File: config.mk
export PLATFORM = sky130hd
export DESIGN_NAME = uart_reset_state
export DESIGN_NICKNAME = d
export VERILOG_FILES = /design/src/irq_pin_drive.v /design/src/modem_state_track.v /design/src/uart_reset_state.v
export VERILOG_INCLUDE_DIRS = /design/src
export SDC_FILE = /design/constraint.sdc
export NUM_CORES = 1
export LEC_CHECK = 0
export BUFFER_PORTS_ARGS = -buffer_cell sky130_fd_sc_hd__buf_4
export CORE_AREA = 3 3 118 165
export CTS_CLUSTER_SIZE = 40
export DETAILED_ROUTE_END_ITERATION = 8
export DIE_AREA = 0 0 121 168
export HOLD_SLACK_MARGIN = 0.1
export PLACE_DENSITY = 0.77
export SYNTH_ARGS = -nofsm -noshare
export SYNTH_HDL_FRONTEND = slang
export SYNTH_SLANG_ARGS = --single-unit
File: constraint.sdc
create_clock -name aclk -period 2.4 [get_ports aclk]
set_input_delay 0.24 -clock aclk [delete_from_list [all_inputs] [get_ports aclk]]
set_output_delay 0.24 -clock aclk [all_outputs]
set_load 0.05 [all_outputs]
File: src/reset_state_defs.vh
/*
 * Register offsets, reset values and field positions for the reset-state
 * block of the UART register file. Included by the register file, the modem tracker and the bench.
 */
`ifndef RESET_STATE_DEFS_VH
`define RESET_STATE_DEFS_VH

// register byte offsets on the AXI4-Lite slave
`define OFF_EVENT_ENABLE    8'h00
`define OFF_FIFO_CTRL       8'h04
`define OFF_PENDING_SOURCE  8'h08
`define OFF_LINE_FORMAT     8'h0C
`define OFF_MODEM_CTRL      8'h10
`define OFF_LINE_STATE      8'h14
`define OFF_MODEM_STATE     8'h18
`define OFF_SCRATCH         8'h1C
`define OFF_ENH_MODE_SEL    8'h20
`define OFF_FILL_LEVEL      8'h24
`define OFF_THRESHOLD       8'h28
`define OFF_FIFO_COUNT      8'h2C
`define OFF_FEATURE_CTRL    8'h30
`define OFF_ENH_FEATURE     8'h34
`define OFF_RESUME_1        8'h38
`define OFF_RESUME_2        8'h3C
`define OFF_PAUSE_1         8'h40
`define OFF_PAUSE_2         8'h44
`define OFF_DIVISOR_LOW     8'h48
`define OFF_DIVISOR_HIGH    8'h4C
`define OFF_DIVISOR_FRAC    8'h50
`define OFF_CONFIG          8'h54
`define OFF_IRQ_STATUS      8'h58
`define OFF_IRQ_ENABLE      8'h5C
`define OFF_IRQ_CLEAR       8'h60

// reset values
`define RST_ZERO            8'h00
`define RST_PENDING_SOURCE  8'h01
`define RST_LINE_STATE      8'h60
`define RST_SCRATCH         8'hFF
`define RST_ENH_MODE_SEL    8'h80
`define PWR_DIVISOR_LOW     8'h01
`define PWR_DIVISOR_HIGH    8'h00

// field positions
`define ENH_RSVD_HI         7
`define ENH_RSVD_LO         5
`define CFG_BUS68_BIT       0

// interrupt status bits
`define IRQ_MODEM_CHANGE    0
`define IRQ_RESERVED_WRITE  1
`define IRQ_BITS            2

// axi responses
`define RESP_OKAY           2'b00
`define RESP_SLVERR         2'b10

`endif

File: src/irq_pin_drive.v
/*
 * Interrupt pin driver: three-state open output in 16 mode (active high),
 * driven active-low output in 68 mode. Assumes a pin pad outside resolves
 * the enable.
 */
`timescale 1ns/100ps
`default_nettype none

module irq_pin_drive (
	input  wire aclk,
	input  wire aresetn,
	input  wire bus68_mode,
	input  wire irq_active,
	output reg  irq_pin_o,
	output reg  irq_pin_oe
);
	// float in 16 mode, high in 68 mode
	always @(posedge aclk) begin
		if (!aresetn) begin
			irq_pin_o  <= bus68_mode;
			irq_pin_oe <= bus68_mode;
		end else if (bus68_mode) begin
			irq_pin_o  <= ~irq_active;
			irq_pin_oe <= 1'b1;
		end else begin
			irq_pin_o  <= irq_active;
			irq_pin_oe <= irq_active;
		end
	end
endmodule
`default_nettype wire

File: src/modem_state_track.v
/*
 * Modem status register: live inverted input levels in the upper nibble,
 * sticky change bits in the lower nibble, cleared on reset and on read.
 * Assumes modem inputs are asynchronous pins, active low.
 */
`timescale 1ns/100ps
`default_nettype none
`include "reset_state_defs.vh"

module modem_state_track (
	input  wire       aclk,
	input  wire       aresetn,
	input  wire [3:0] modem_in_n,
	input  wire       read_strobe,
	output reg  [7:0] modem_state,
	output wire       change_event
);
	reg  [3:0] sync1_q;
	reg  [3:0] sync2_q;
	reg  [3:0] level_q;
	reg  [3:0] delta_q;
	wire [3:0] delta_set;

	assign delta_set    = sync2_q ^ level_q;
	assign change_event = |delta_set;

	always @(posedge aclk) begin
		sync1_q <= modem_in_n;
		sync2_q <= sync1_q;
	end

	always @(posedge aclk) begin
		if (!aresetn) begin
			// track the pins in reset so no false change follows release
			level_q <= sync2_q;
			delta_q <= 4'h0;
		end else begin
			level_q <= sync2_q;
			// a change in the read cycle survives the clear
			delta_q <= (read_strobe ? 4'h0 : delta_q) | delta_set;
		end
	end

	always @* begin
		modem_state = {~sync2_q, delta_q};
	end
endmodule
`default_nettype wire

File: src/uart_reset_state.v
/*
 * Register file of a 16550-style UART with RS-485 driver reset behaviour,
 * reached over AXI4-Lite. Assumes a power-on reset pulse separate from the
 * reset pin, and asynchronous modem pins.
 */
// Function
// - four read/write flow characters, two pause and two resume.
// - power-up loads divisor high 0x00 and low 0x01.
// - reset pin leaves divisor low and high unchanged; only power-up loads them.
// - reset clears modem change bits; upper bits show inverted inputs.
// - transmit pair driven to the line high state during and after reset.
// - interrupt pin floats in 16 mode, driven high in 68 mode; the reset pin clears the 68 mode config bit, so the pin floats after a reset pin pulse.
`timescale 1ns/100ps
`default_nettype none
`include "reset_state_defs.vh"

module uart_reset_state (
	input  wire        aclk,
	input  wire        aresetn,
	input  wire        power_on_resetn,
	input  wire [7:0]  s_axi_awaddr,
	input  wire        s_axi_awvalid,
	output wire        s_axi_awready,
	input  wire [31:0] s_axi_wdata,
	input  wire [3:0]  s_axi_wstrb,
	input  wire        s_axi_wvalid,
	output wire        s_axi_wready,
	output reg  [1:0]  s_axi_bresp,
	output reg         s_axi_bvalid,
	input  wire        s_axi_bready,
	input  wire [7:0]  s_axi_araddr,
	input  wire        s_axi_arvalid,
	output wire        s_axi_arready,
	output reg  [31:0] s_axi_rdata,
	output reg  [1:0]  s_axi_rresp,
	output reg         s_axi_rvalid,
	input  wire        s_axi_rready,
	input  wire [3:0]  modem_in_n,
	output reg         tx_pos,
	output reg         tx_neg,
	output wire        irq_pin_o,
	output wire        irq_pin_oe,
	output wire        irq
);
	reg  [7:0] event_enable_q, fifo_ctrl_q, pending_source_q, line_format_q;
	reg  [7:0] modem_ctrl_q, line_state_q, scratch_q, enh_mode_sel_q;
	reg  [7:0] fill_level_q, threshold_q, fifo_count_q, feature_ctrl_q;
	reg  [7:0] enh_feature_q, divisor_frac_q, divisor_low_q, divisor_high_q;
	reg  [7:0] flow_char_q [0:3];
	reg  [7:0] config_q;
	reg  [1:0] irq_status_q, irq_enable_q;
	reg  [7:0] aw_addr_q;
	reg        aw_held_q, w_held_q;
	reg  [7:0] w_data_q;
	reg        w_lane0_q;
	wire [7:0] modem_state;
	wire       modem_change;
	wire       wr_fire, rd_fire, modem_read, reserved_write;
	reg  [7:0] rd_byte;
	reg        rd_ok;
	wire [1:0] irq_set;
	wire [2:0] rd_slot;

	// decodes a byte offset to one of the flow character slots, or 4 if none
	function [2:0] flow_slot;
		input [7:0] addr;
		begin
			if (addr == `OFF_RESUME_1)
				flow_slot = 3'd0;
			else if (addr == `OFF_RESUME_2)
				flow_slot = 3'd1;
			else if (addr == `OFF_PAUSE_1)
				flow_slot = 3'd2;
			else if (addr == `OFF_PAUSE_2)
				flow_slot = 3'd3;
			else
				flow_slot = 3'd4;
		end
	endfunction

	// write channel: address and data captured in either order
	assign s_axi_awready = !aw_held_q && !s_axi_bvalid;
	assign s_axi_wready  = !w_held_q && !s_axi_bvalid;
	assign wr_fire       = aw_held_q && w_held_q && !s_axi_bvalid;

	always @(posedge aclk) begin
		if (!aresetn) begin
			aw_held_q    <= 1'b0;
			w_held_q     <= 1'b0;
			aw_addr_q    <= 8'h00;
			w_data_q     <= 8'h00;
			w_lane0_q    <= 1'b0;
			s_axi_bvalid <= 1'b0;
			s_axi_bresp  <= `RESP_OKAY;
		end else begin
			if (s_axi_awvalid && s_axi_awready) begin
				aw_held_q <= 1'b1;
				aw_addr_q <= {s_axi_awaddr[7:2], 2'b00};
			end
			if (s_axi_wvalid && s_axi_wready) begin
				w_held_q  <= 1'b1;
				w_data_q  <= s_axi_wdata[7:0];
				w_lane0_q <= s_axi_wstrb[0];
			end
			if (wr_fire) begin
				aw_held_q    <= 1'b0;
				w_held_q     <= 1'b0;
				s_axi_bvalid <= 1'b1;
				s_axi_bresp  <= (aw_addr_q <= `OFF_IRQ_CLEAR) ? `RESP_OKAY : `RESP_SLVERR;
			end else if (s_axi_bready) begin
				s_axi_bvalid <= 1'b0;
			end
		end
	end

	// read decode; read-only registers answer okay and ignore writes
	assign rd_slot = flow_slot(s_axi_araddr);
	always @* begin
		rd_ok   = 1'b1;
		rd_byte = 8'h00;
		if (rd_slot != 3'd4)
			rd_byte = flow_char_q[rd_slot[1:0]];
		else if (s_axi_araddr == `OFF_EVENT_ENABLE)
			rd_byte = event_enable_q;
		else if (s_axi_araddr == `OFF_FIFO_CTRL)
			rd_byte = fifo_ctrl_q;
		else if (s_axi_araddr == `OFF_PENDING_SOURCE)
			rd_byte = pending_source_q;
		else if (s_axi_araddr == `OFF_LINE_FORMAT)
			rd_byte = line_format_q;
		else if (s_axi_araddr == `OFF_MODEM_CTRL)
			rd_byte = modem_ctrl_q;
		else if (s_axi_araddr == `OFF_LINE_STATE)
			rd_byte = line_state_q;
		else if (s_axi_araddr == `OFF_MODEM_STATE)
			rd_byte = modem_state;
		else if (s_axi_araddr == `OFF_SCRATCH)
			rd_byte = scratch_q;
		else if (s_axi_araddr == `OFF_ENH_MODE_SEL)
			rd_byte = enh_mode_sel_q;
		else if (s_axi_araddr == `OFF_FILL_LEVEL)
			rd_byte = fill_level_q;
		else if (s_axi_araddr == `OFF_THRESHOLD)
			rd_byte = threshold_q;
		else if (s_axi_araddr == `OFF_FIFO_COUNT)
			rd_byte = fifo_count_q;
		else if (s_axi_araddr == `OFF_FEATURE_CTRL)
			rd_byte = feature_ctrl_q;
		else if (s_axi_araddr == `OFF_ENH_FEATURE)
			rd_byte = enh_feature_q;
		else if (s_axi_araddr == `OFF_DIVISOR_LOW)
			rd_byte = divisor_low_q;
		else if (s_axi_araddr == `OFF_DIVISOR_HIGH)
			rd_byte = divisor_high_q;
		else if (s_axi_araddr == `OFF_DIVISOR_FRAC)
			rd_byte = divisor_frac_q;
		else if (s_axi_araddr == `OFF_CONFIG)
			rd_byte = config_q;
		else if (s_axi_araddr == `OFF_IRQ_STATUS)
			rd_byte = {6'h00, irq_status_q};
		else if (s_axi_araddr == `OFF_IRQ_ENABLE)
			rd_byte = {6'h00, irq_enable_q};
		else if (s_axi_araddr == `OFF_IRQ_CLEAR)
			rd_byte = 8'h00;
		else
			rd_ok = 1'b0;
	end

	assign s_axi_arready = !s_axi_rvalid;
	assign rd_fire       = s_axi_arvalid && s_axi_arready;
	assign modem_read    = rd_fire && (s_axi_araddr == `OFF_MODEM_STATE);

	always @(posedge aclk) begin
		if (!aresetn) begin
			s_axi_rvalid <= 1'b0;
			s_axi_rdata  <= 32'h0000_0000;
			s_axi_rresp  <= `RESP_OKAY;
		end else if (rd_fire) begin
			s_axi_rvalid <= 1'b1;
			s_axi_rdata  <= {24'h00_0000, rd_byte};
			s_axi_rresp  <= rd_ok ? `RESP_OKAY : `RESP_SLVERR;
		end else if (s_axi_rready) begin
			s_axi_rvalid <= 1'b0;
		end
	end

	// reset values of the register file
	always @(posedge aclk) begin
		if (!aresetn) begin
			event_enable_q   <= `RST_ZERO;
			fifo_ctrl_q      <= `RST_ZERO;
			pending_source_q <= `RST_PENDING_SOURCE;
			line_format_q    <= `RST_ZERO;
			modem_ctrl_q     <= `RST_ZERO;
			line_state_q     <= `RST_LINE_STATE;
			scratch_q        <= `RST_SCRATCH;
			enh_mode_sel_q   <= `RST_ENH_MODE_SEL;
			fill_level_q     <= `RST_ZERO;
			threshold_q      <= `RST_ZERO;
			fifo_count_q     <= `RST_ZERO;
			feature_ctrl_q   <= `RST_ZERO;
			enh_feature_q    <= `RST_ZERO;
			divisor_frac_q   <= `RST_ZERO;
			config_q         <= `RST_ZERO;
		end else if (wr_fire && w_lane0_q) begin
			if (aw_addr_q == `OFF_EVENT_ENABLE)
				event_enable_q <= w_data_q;
			else if (aw_addr_q == `OFF_FIFO_CTRL)
				fifo_ctrl_q <= w_data_q;
			else if (aw_addr_q == `OFF_LINE_FORMAT)
				line_format_q <= w_data_q;
			else if (aw_addr_q == `OFF_MODEM_CTRL)
				modem_ctrl_q <= w_data_q;
			else if (aw_addr_q == `OFF_SCRATCH)
				scratch_q <= w_data_q;
			else if (aw_addr_q == `OFF_ENH_MODE_SEL)
				enh_mode_sel_q <= w_data_q;
			else if (aw_addr_q == `OFF_THRESHOLD)
				threshold_q <= w_data_q;
			else if (aw_addr_q == `OFF_FEATURE_CTRL)
				feature_ctrl_q <= w_data_q;
			else if (aw_addr_q == `OFF_ENH_FEATURE)
				enh_feature_q <= w_data_q;
			else if (aw_addr_q == `OFF_DIVISOR_FRAC)
				divisor_frac_q <= w_data_q;
			else if (aw_addr_q == `OFF_CONFIG)
				config_q <= w_data_q;
		end
	end

	// flow characters, one slot per register
	genvar g;
	generate
		for (g = 0; g < 4; g = g + 1) begin : flow_chars
			always @(posedge aclk) begin
				if (!aresetn)
					flow_char_q[g] <= `RST_ZERO;
				else if (wr_fire && w_lane0_q && flow_slot(aw_addr_q) == g)
					flow_char_q[g] <= w_data_q;
			end
		end
	endgenerate

	// reset pin does not reach the divisor
	always @(posedge aclk) begin
		if (!power_on_resetn) begin
			divisor_low_q  <= `PWR_DIVISOR_LOW;
			divisor_high_q <= `PWR_DIVISOR_HIGH;
		end else if (wr_fire && w_lane0_q) begin
			if (aw_addr_q == `OFF_DIVISOR_LOW)
				divisor_low_q <= w_data_q;
			else if (aw_addr_q == `OFF_DIVISOR_HIGH)
				divisor_high_q <= w_data_q;
		end
	end

	assign reserved_write = wr_fire && w_lane0_q && (aw_addr_q == `OFF_ENH_FEATURE)
		&& (|w_data_q[`ENH_RSVD_HI:`ENH_RSVD_LO]);

	assign irq_set = {reserved_write, modem_change};

	// interrupt status: set wins over a same-cycle clear
	always @(posedge aclk) begin
		if (!aresetn) begin
			irq_status_q <= 2'b00;
			irq_enable_q <= 2'b00;
		end else begin
			if (wr_fire && w_lane0_q && aw_addr_q == `OFF_IRQ_ENABLE)
				irq_enable_q <= w_data_q[1:0];
			if (wr_fire && w_lane0_q && aw_addr_q == `OFF_IRQ_CLEAR)
				irq_status_q <= (irq_status_q & ~w_data_q[1:0]) | irq_set;
			else
				irq_status_q <= irq_status_q | irq_set;
		end
	end

	assign irq = |(irq_status_q & irq_enable_q);

	// line high state, full duplex idle
	always @(posedge aclk) begin
		if (!aresetn) begin
			tx_pos <= 1'b1;
			tx_neg <= 1'b0;
		end else begin
			tx_pos <= 1'b1;
			tx_neg <= 1'b0;
		end
	end

	modem_state_track u_modem (
		.aclk         (aclk),
		.aresetn      (aresetn),
		.modem_in_n   (modem_in_n),
		.read_strobe  (modem_read),
		.modem_state  (modem_state),
		.change_event (modem_change)
	);

	// pin mode follows the bus-mode config bit
	irq_pin_drive u_irq_pin (
		.aclk       (aclk),
		.aresetn    (aresetn),
		.bus68_mode (config_q[`CFG_BUS68_BIT]),
		.irq_active (irq),
		.irq_pin_o  (irq_pin_o),
		.irq_pin_oe (irq_pin_oe)
	);
endmodule
`default_nettype wire

After elaboration in Yosys (flattened, before gate mapping)

Memories as Yosys holds them, arrays and structs flattened.
Cells that the tools add are included.
W data, S select, Z words.

$mul: 0
Div/mod/pow operators: 0
Equality and inequality tests: 46
Multiplexer cells: 81
Magnitude comparators: 1
Shift operators: 0
Bitwise gates (word level): 25
Add/sub/neg operators: 0
Reductions and logical operators: 43

Operators with widths:

| kind                 | number |
|---|---|
| $mux W8              | 23 |
| $eq A8 B7 Y1 const B | 9 |
| $eq A8 B6 Y1 const B | 8 |
| $eq A6 B5 Y1 const B | 8 |
| $mux W1              | 43 |
| $eq A6 B4 Y1 const B | 6 |
| $eq A8 B5 Y1 const B | 4 |
| $mux W3              | 9 |
| $logic_and A1 B1 Y1  | 17 |
| $eq A8 B4 Y1 const B | 2 |
| $logic_not A8 Y1     | 2 |
| $not A1 Y1           | 13 |
| $eq A6 B3 Y1 const B | 2 |
| $reduce_and A12 Y1   | 1 |
| $reduce_and A11 Y1   | 1 |
| $mux W2              | 5 |
| $reduce_and A10 Y1   | 1 |
| $reduce_and A9 Y1    | 1 |
| $eq A8 B3 Y1 const B | 1 |
| $le A8 B7 Y1 const B | 1 |
| $reduce_and A8 Y1    | 1 |
| $reduce_and A7 Y1    | 1 |
| $eq A3 B2 Y1 const B | 2 |
| $eq A6 B1 Y1 const B | 1 |
| other kinds (22)     | 34 |

Bits in latches: 0
Memory bits (writable): 32
Word-level logic and storage cells: 228
Bits in read-only memories: 0
Memories kept: 1
Register bits: 157
Output and inout port bits: 46

Memories:

| memory      | depth | bits a word | read ports | clocked after Yosys merged registers in | wr ports | line                  | source |
|---|---|---|---|---|---|---|---|
| flow_char_q | 4     | 8           | 1          | 0                                       | 4        | uart_reset_state.v:49 | `reg [7:0] flow_char_q [0:3];` |

Logic depth before layout (Yosys ltp)

Depth after elaboration: 24
Gate-level depth with buffers: 9

By module

From an unflattened synthesis, not the netlist that was laid out.

Cell total of the unflattened synthesis: 988
Area, all modules: 9325.2 µm²

Modules (own cells, without submodules):

| module            | area each (µm²) | times used | cells an instance |
|---|---|---|---|
| uart_reset_state  | 8807.2          | 1          | 945 |
| modem_state_track | 431.7           | 1          | 33 |
| irq_pin_drive     | 86.3            | 1          | 10 |

Least setup slack after synthesis

OpenSTA, ideal clock, no wires.

Path type: flip-flop to flip-flop
Start point: reg s_axi_bvalid
End point: reg aw_addr_q[2]
Clock period less this slack: 2.167 ns
Setup time: 0.128 ns
Arrival: 2.040 ns
Buffers on the path: 1
Cell stages (with the launch flop): 6
Slack: 0.233 ns
Cell sequence: dfxtp_1 > nor2_1 > and2_1 > clkbuf_1 > mux2i_1 > nor2_1

Word-level cells in the longest chain between the ends: 3

Ends and longest elaborated chain:

| element                | line                   | source |
|---|---|---|
| start, declared        | uart_reset_state.v:29  | `output reg s_axi_bvalid,` |
| start signal, assigned | uart_reset_state.v:93  | `s_axi_bvalid <= 1'b0;` |
| start signal, assigned | uart_reset_state.v:108 | `s_axi_bvalid <= 1'b1;` |
| start signal, assigned | uart_reset_state.v:111 | `s_axi_bvalid <= 1'b0;` |
| $logic_not A1 Y1       | uart_reset_state.v:82  | `assign s_axi_awready = !aw_held_q && !s_axi_bvalid;` |
| $logic_and A1 B1 Y1    | uart_reset_state.v:82  |  |
| via s_axi_awready      | uart_reset_state.v:23  | `output wire s_axi_awready,` |
| $logic_and A1 B1 Y1    | uart_reset_state.v:96  | `if (s_axi_awvalid && s_axi_awready) begin` |
| end signal, assigned   | uart_reset_state.v:98  | `aw_addr_q <= {s_axi_awaddr[7:2], 2'b00};` |
| end, declared          | uart_reset_state.v:52  | `reg [7:0] aw_addr_q;` |

The timed path passes the listed nets, and every way through them passes these cells.
A chain may end at the register's enable or synchronous reset.

Worst setup path after layout

Start point: reg s_axi_bvalid
End point: reg divisor_high_q[0]

Word-level cells in the longest chain between the ends: 4

Ends and longest elaborated chain:

| element                            | line                   | source |
|---|---|---|
| $logic_not A1 Y1                   | uart_reset_state.v:84  | `assign wr_fire = aw_held_q && w_held_q && !s_axi_bvalid;` |
| $logic_and A1 B1 Y1                | uart_reset_state.v:84  |  |
| $logic_and A1 B1 Y1                | uart_reset_state.v:249 | `end else if (wr_fire && w_lane0_q) begin` |
| $reduce_and A3 Y1 (no source line) | --                     |  |
| end signal, assigned               | uart_reset_state.v:248 | `` divisor_high_q <= `PWR_DIVISOR_HIGH; `` |
| end signal, assigned               | uart_reset_state.v:253 | `divisor_high_q <= w_data_q;` |
| end, declared                      | uart_reset_state.v:48  | `reg [7:0] enh_feature_q, divisor_frac_q, divisor_low_q, divisor_high_q;` |

Every way passes these cells.

==> flow_summary.yaml <==
status:
  outcome: "completed"
finish:
  layout_common_cells: "dfxtp_1 (155), mux2i_1 (127), nor2_1 (115), buf_4 (93), nand2_1 (79)"
  stdcell_count: 1283
  multi_input_area_sq_mm: 0.00445
  fin_util_pct: 57.5
  mostFrequentLayoutCell: "dfxtp_1"
  diodes: 0
  final_layout_size_suffix_gt1_share_pct: 14.6
  nNetsFinal: 1095
  regArea_sq_mm: 0.00406
  nFillCells: 1578
  syn2layout_area_growth_pct: 15.5
floorplan:
  die_x_um: 121
  initial_core_util_pct: 49.7
  die_area_sq_mm: 0.0203
  fp.coreArea_sq_mm: 0.0181
  die_h_um: 168
  pin_count: 110
  row_count: 58
route:
  first_pass_iters: 5
  wl_per_cell_um: 19.3
  routed_wl_um: 24800
  drtIter0Drc: 858
  vias: 7464
  ant_nets: 0
  viasPerCell: 5.82
  drc: 0
yosys:
  synth_top_area_share_pct: 34.5
  ys_seq_area_share_pct: 45.2
  synth_area_leaders: "dfxtp_1 (35%), mux2i_1 (14%), edfxtp_1 (11%), nor2_1 (4.8%), nand2_1 (3.3%)"
  synthesis.instances: 968
  synth.ff_latch_count: 187
  ys.warnings.count: 0
  synth_edf_count: 32
  syn-mean-instance-area_sq_um: 9.29
  synth.distinct_cells: 76
  synth_ff_type: "dfxtp_1"
  netlist_area_sq_mm: 0.00899
  synth-async-reset-ratio_pct: 0
  synth_top_cell_by_area: "dfxtp_1"
worst_setup_path:
  worst-path-buf-inv: 0
  crit_type: "reg2reg"
  path_cells: "and3b_1 -> and3_1 -> nand4_1 -> mux2i_1 -> nor2b_1"
  cp.arrival_ns: 2.45
  critPathLaunchType: "flip-flop"
  cp_slowest_cell: "nand4_1"
  slowest_delay_ns: 0.57
  crit_required_ns: 2.72
  crit_family: "simple AND/OR/NAND/NOR gates"
  cp_max_fo: 8
  end_kind: "flip-flop"
timing:
  fmax_ghz: 0.469
  rsz0062_at_grt: "no"
  setup_tns_ns: 0
  setup_viol: 0
  finalHoldViolCount: 0
  worst_slew_pin_slew_ns: 0.901
  finClkSkew_ns: 0.00988
  max_slew_margin_pct: 39.9
  timing.final.crit_share_pct: 88.8
  final-max-slew-violation-count: 0
  layout_min_cycle_time_ns: 2.13
clock_network:
  cts_tree: "built"
  cts_sinks: 187
  cts_root_buf: "clkbuf_16"
  post-cts-setup-buffers: 0
  ctsHtreeMaxLevel: 4
  cts.clk_slew.worst_paths_ns: 0.07
  clock_latency_ns: 0.43
  ctsLongestPathBuffers: 2
  numCtsBuffers: 17
placement:
  dp_cells: 1230
  hpwl_um: 17200
  gp_congestion: 0.948
  port_buffers: 52
global_route:
  met1_usage_pct: 28.3
  grtUsageMet3_pct: 4.27
  grt_pass1_wl_um: 38400
  met2_usage_pct: 41.0
  antenna_found_initial: 0
  grt_usage_pct: 24.0
  grt_start_max_net_pins: 103
  gr-max-usage-layer: "met2"
  grt_pass1_vias: 7117
  grt_overflow_total: 0
flow_run:
  maxCapViolations: 0
power:
  peakVddDrop_mv: 0.471
  leakage_uw: 0.00444
  powerDensity_mw_per_mm2: 665
min_path:
  hp-class: "in2reg"
flip-flops by register name, summed over array words and instances, names as in the netlist, 2 cells and up:
name             flops
aw_addr_q            6
config_q             8
divisor_frac_q       8
divisor_high_q       8
divisor_low_q        8
enh_feature_q        8
enh_mode_sel_q       8
event_enable_q       8
feature_ctrl_q       8
fifo_ctrl_q          8
flow_char_q         32
irq_enable_q         2
irq_status_q         2
line_format_q        8
modem_ctrl_q         8
s_axi_rdata          8
scratch_q            8
threshold_q          8
u_modem.delta_q      4
u_modem.level_q      4
u_modem.sync1_q      4
u_modem.sync2_q      4
w_data_q             8
cell families (layout without fill, tap and decap cells):
group	after synthesis	count (layout)	share of synthesized area, %
compound gates	173	173	12.7
fa+ha+maj	1	1	0.139
other cells	2	28	0.0836
simple gates	356	356	19.9
xor+xnor	5	5	0.487
mux	132	132	15.0
flops	187	187	45.2
buf+inv	112	161	6.43
cell usage after synthesis, drive strengths merged, types with 3 or more instances:
| library cell | instances |
|---|---|
| buf | 55 |
| o21a | 3 |
| edfxtp | 32 |
| a22o | 4 |
| mux2 | 3 |
| inv | 13 |
| and3 | 7 |
| nand4 | 4 |
| xnor2 | 4 |
| nor2b | 26 |
| a211oi | 9 |
| o2bb2ai | 4 |
| o21ai | 44 |
| dfxtp | 155 |
| nand2b | 6 |
| a221oi | 4 |
| a211o | 3 |
| o221ai | 4 |
| a22oi | 3 |
| or3 | 7 |
| clkbuf | 43 |
| a21oi | 44 |
| mux2i | 127 |
| and3b | 3 |
| a31oi | 11 |
| and2 | 35 |
| nor3 | 25 |
| nor4 | 5 |
| or4 | 4 |
| nand2 | 79 |
| o311ai | 3 |
| nor4b | 3 |
| o211ai | 9 |
| o22ai | 7 |
| nand3 | 29 |
| nor2 | 117 |
power by group:
group / switching, uW / leakage [uW] / internal, uW
registers: 92.8 / 0.00159 / 3260
clock network: 1280 / 0.000274 / 1560
logic: 488 / 0.00258 / 232
final timing paths:
path | startpoint | to | slack (ns) | cells after the start
worst max-delay path | s_axi_bvalid | divisor_high_q[0] | 0.27 | 5
worst min-delay path | s_axi_arvalid | s_axi_rvalid | 0.11 | 3
worst max register to register | s_axi_bvalid | divisor_high_q[0] | 0.27 | 5
worst min register to register | u_modem.sync1_q[0] | u_modem.sync2_q[0] | 0.33 | 0
repair_timing:
item	in CTS	in global routing
hold buffers	21	0
hold endpoints to repair	21	0
resized for setup	0	1
setup endpoints to repair	0	7
per-layer routing:
layer | wire, um | vias to the layer above
li1 | - | 3492
met4 | 1390 | 0
met3 | 1690 | 88
met5 | 0 | -
met2 | 12200 | 348
met1 | 9430 | 3536
area by class of cell:
type | count | area share, %
sequential | 187 | 39.1
inverter | 14 | 0.506
clock buffer | 18 | 4.13
timing repair buffer | 115 | 8.94
clock inverter | 14 | 1.55
tap | 240 | 2.89
multi-input combinational | 695 | 42.8
worst register-to-register path: stages (launching register included):
cell	delay (ns)
dfxtp_1	0.37
and3b_1	0.37
and3_1	0.27
nand4_1	0.57
mux2i_1	0.37
nor2b_1	0.07
through the flow:
step,setup WS [ns],cell area (sq um),hold slack [ns],power (uW)
finish,0.269,10400,0.106,6910
global route,0.0456,10400,0.118,7090
CTS,0.211,10400,0.111,6900
detailed placement,0.221,9580,0.312,4100
global placement,0.233,9580,0.310,4090
floorplan,0.233,9090,0.268,3910
No activity file was read; power rests on OpenSTA's default activity.
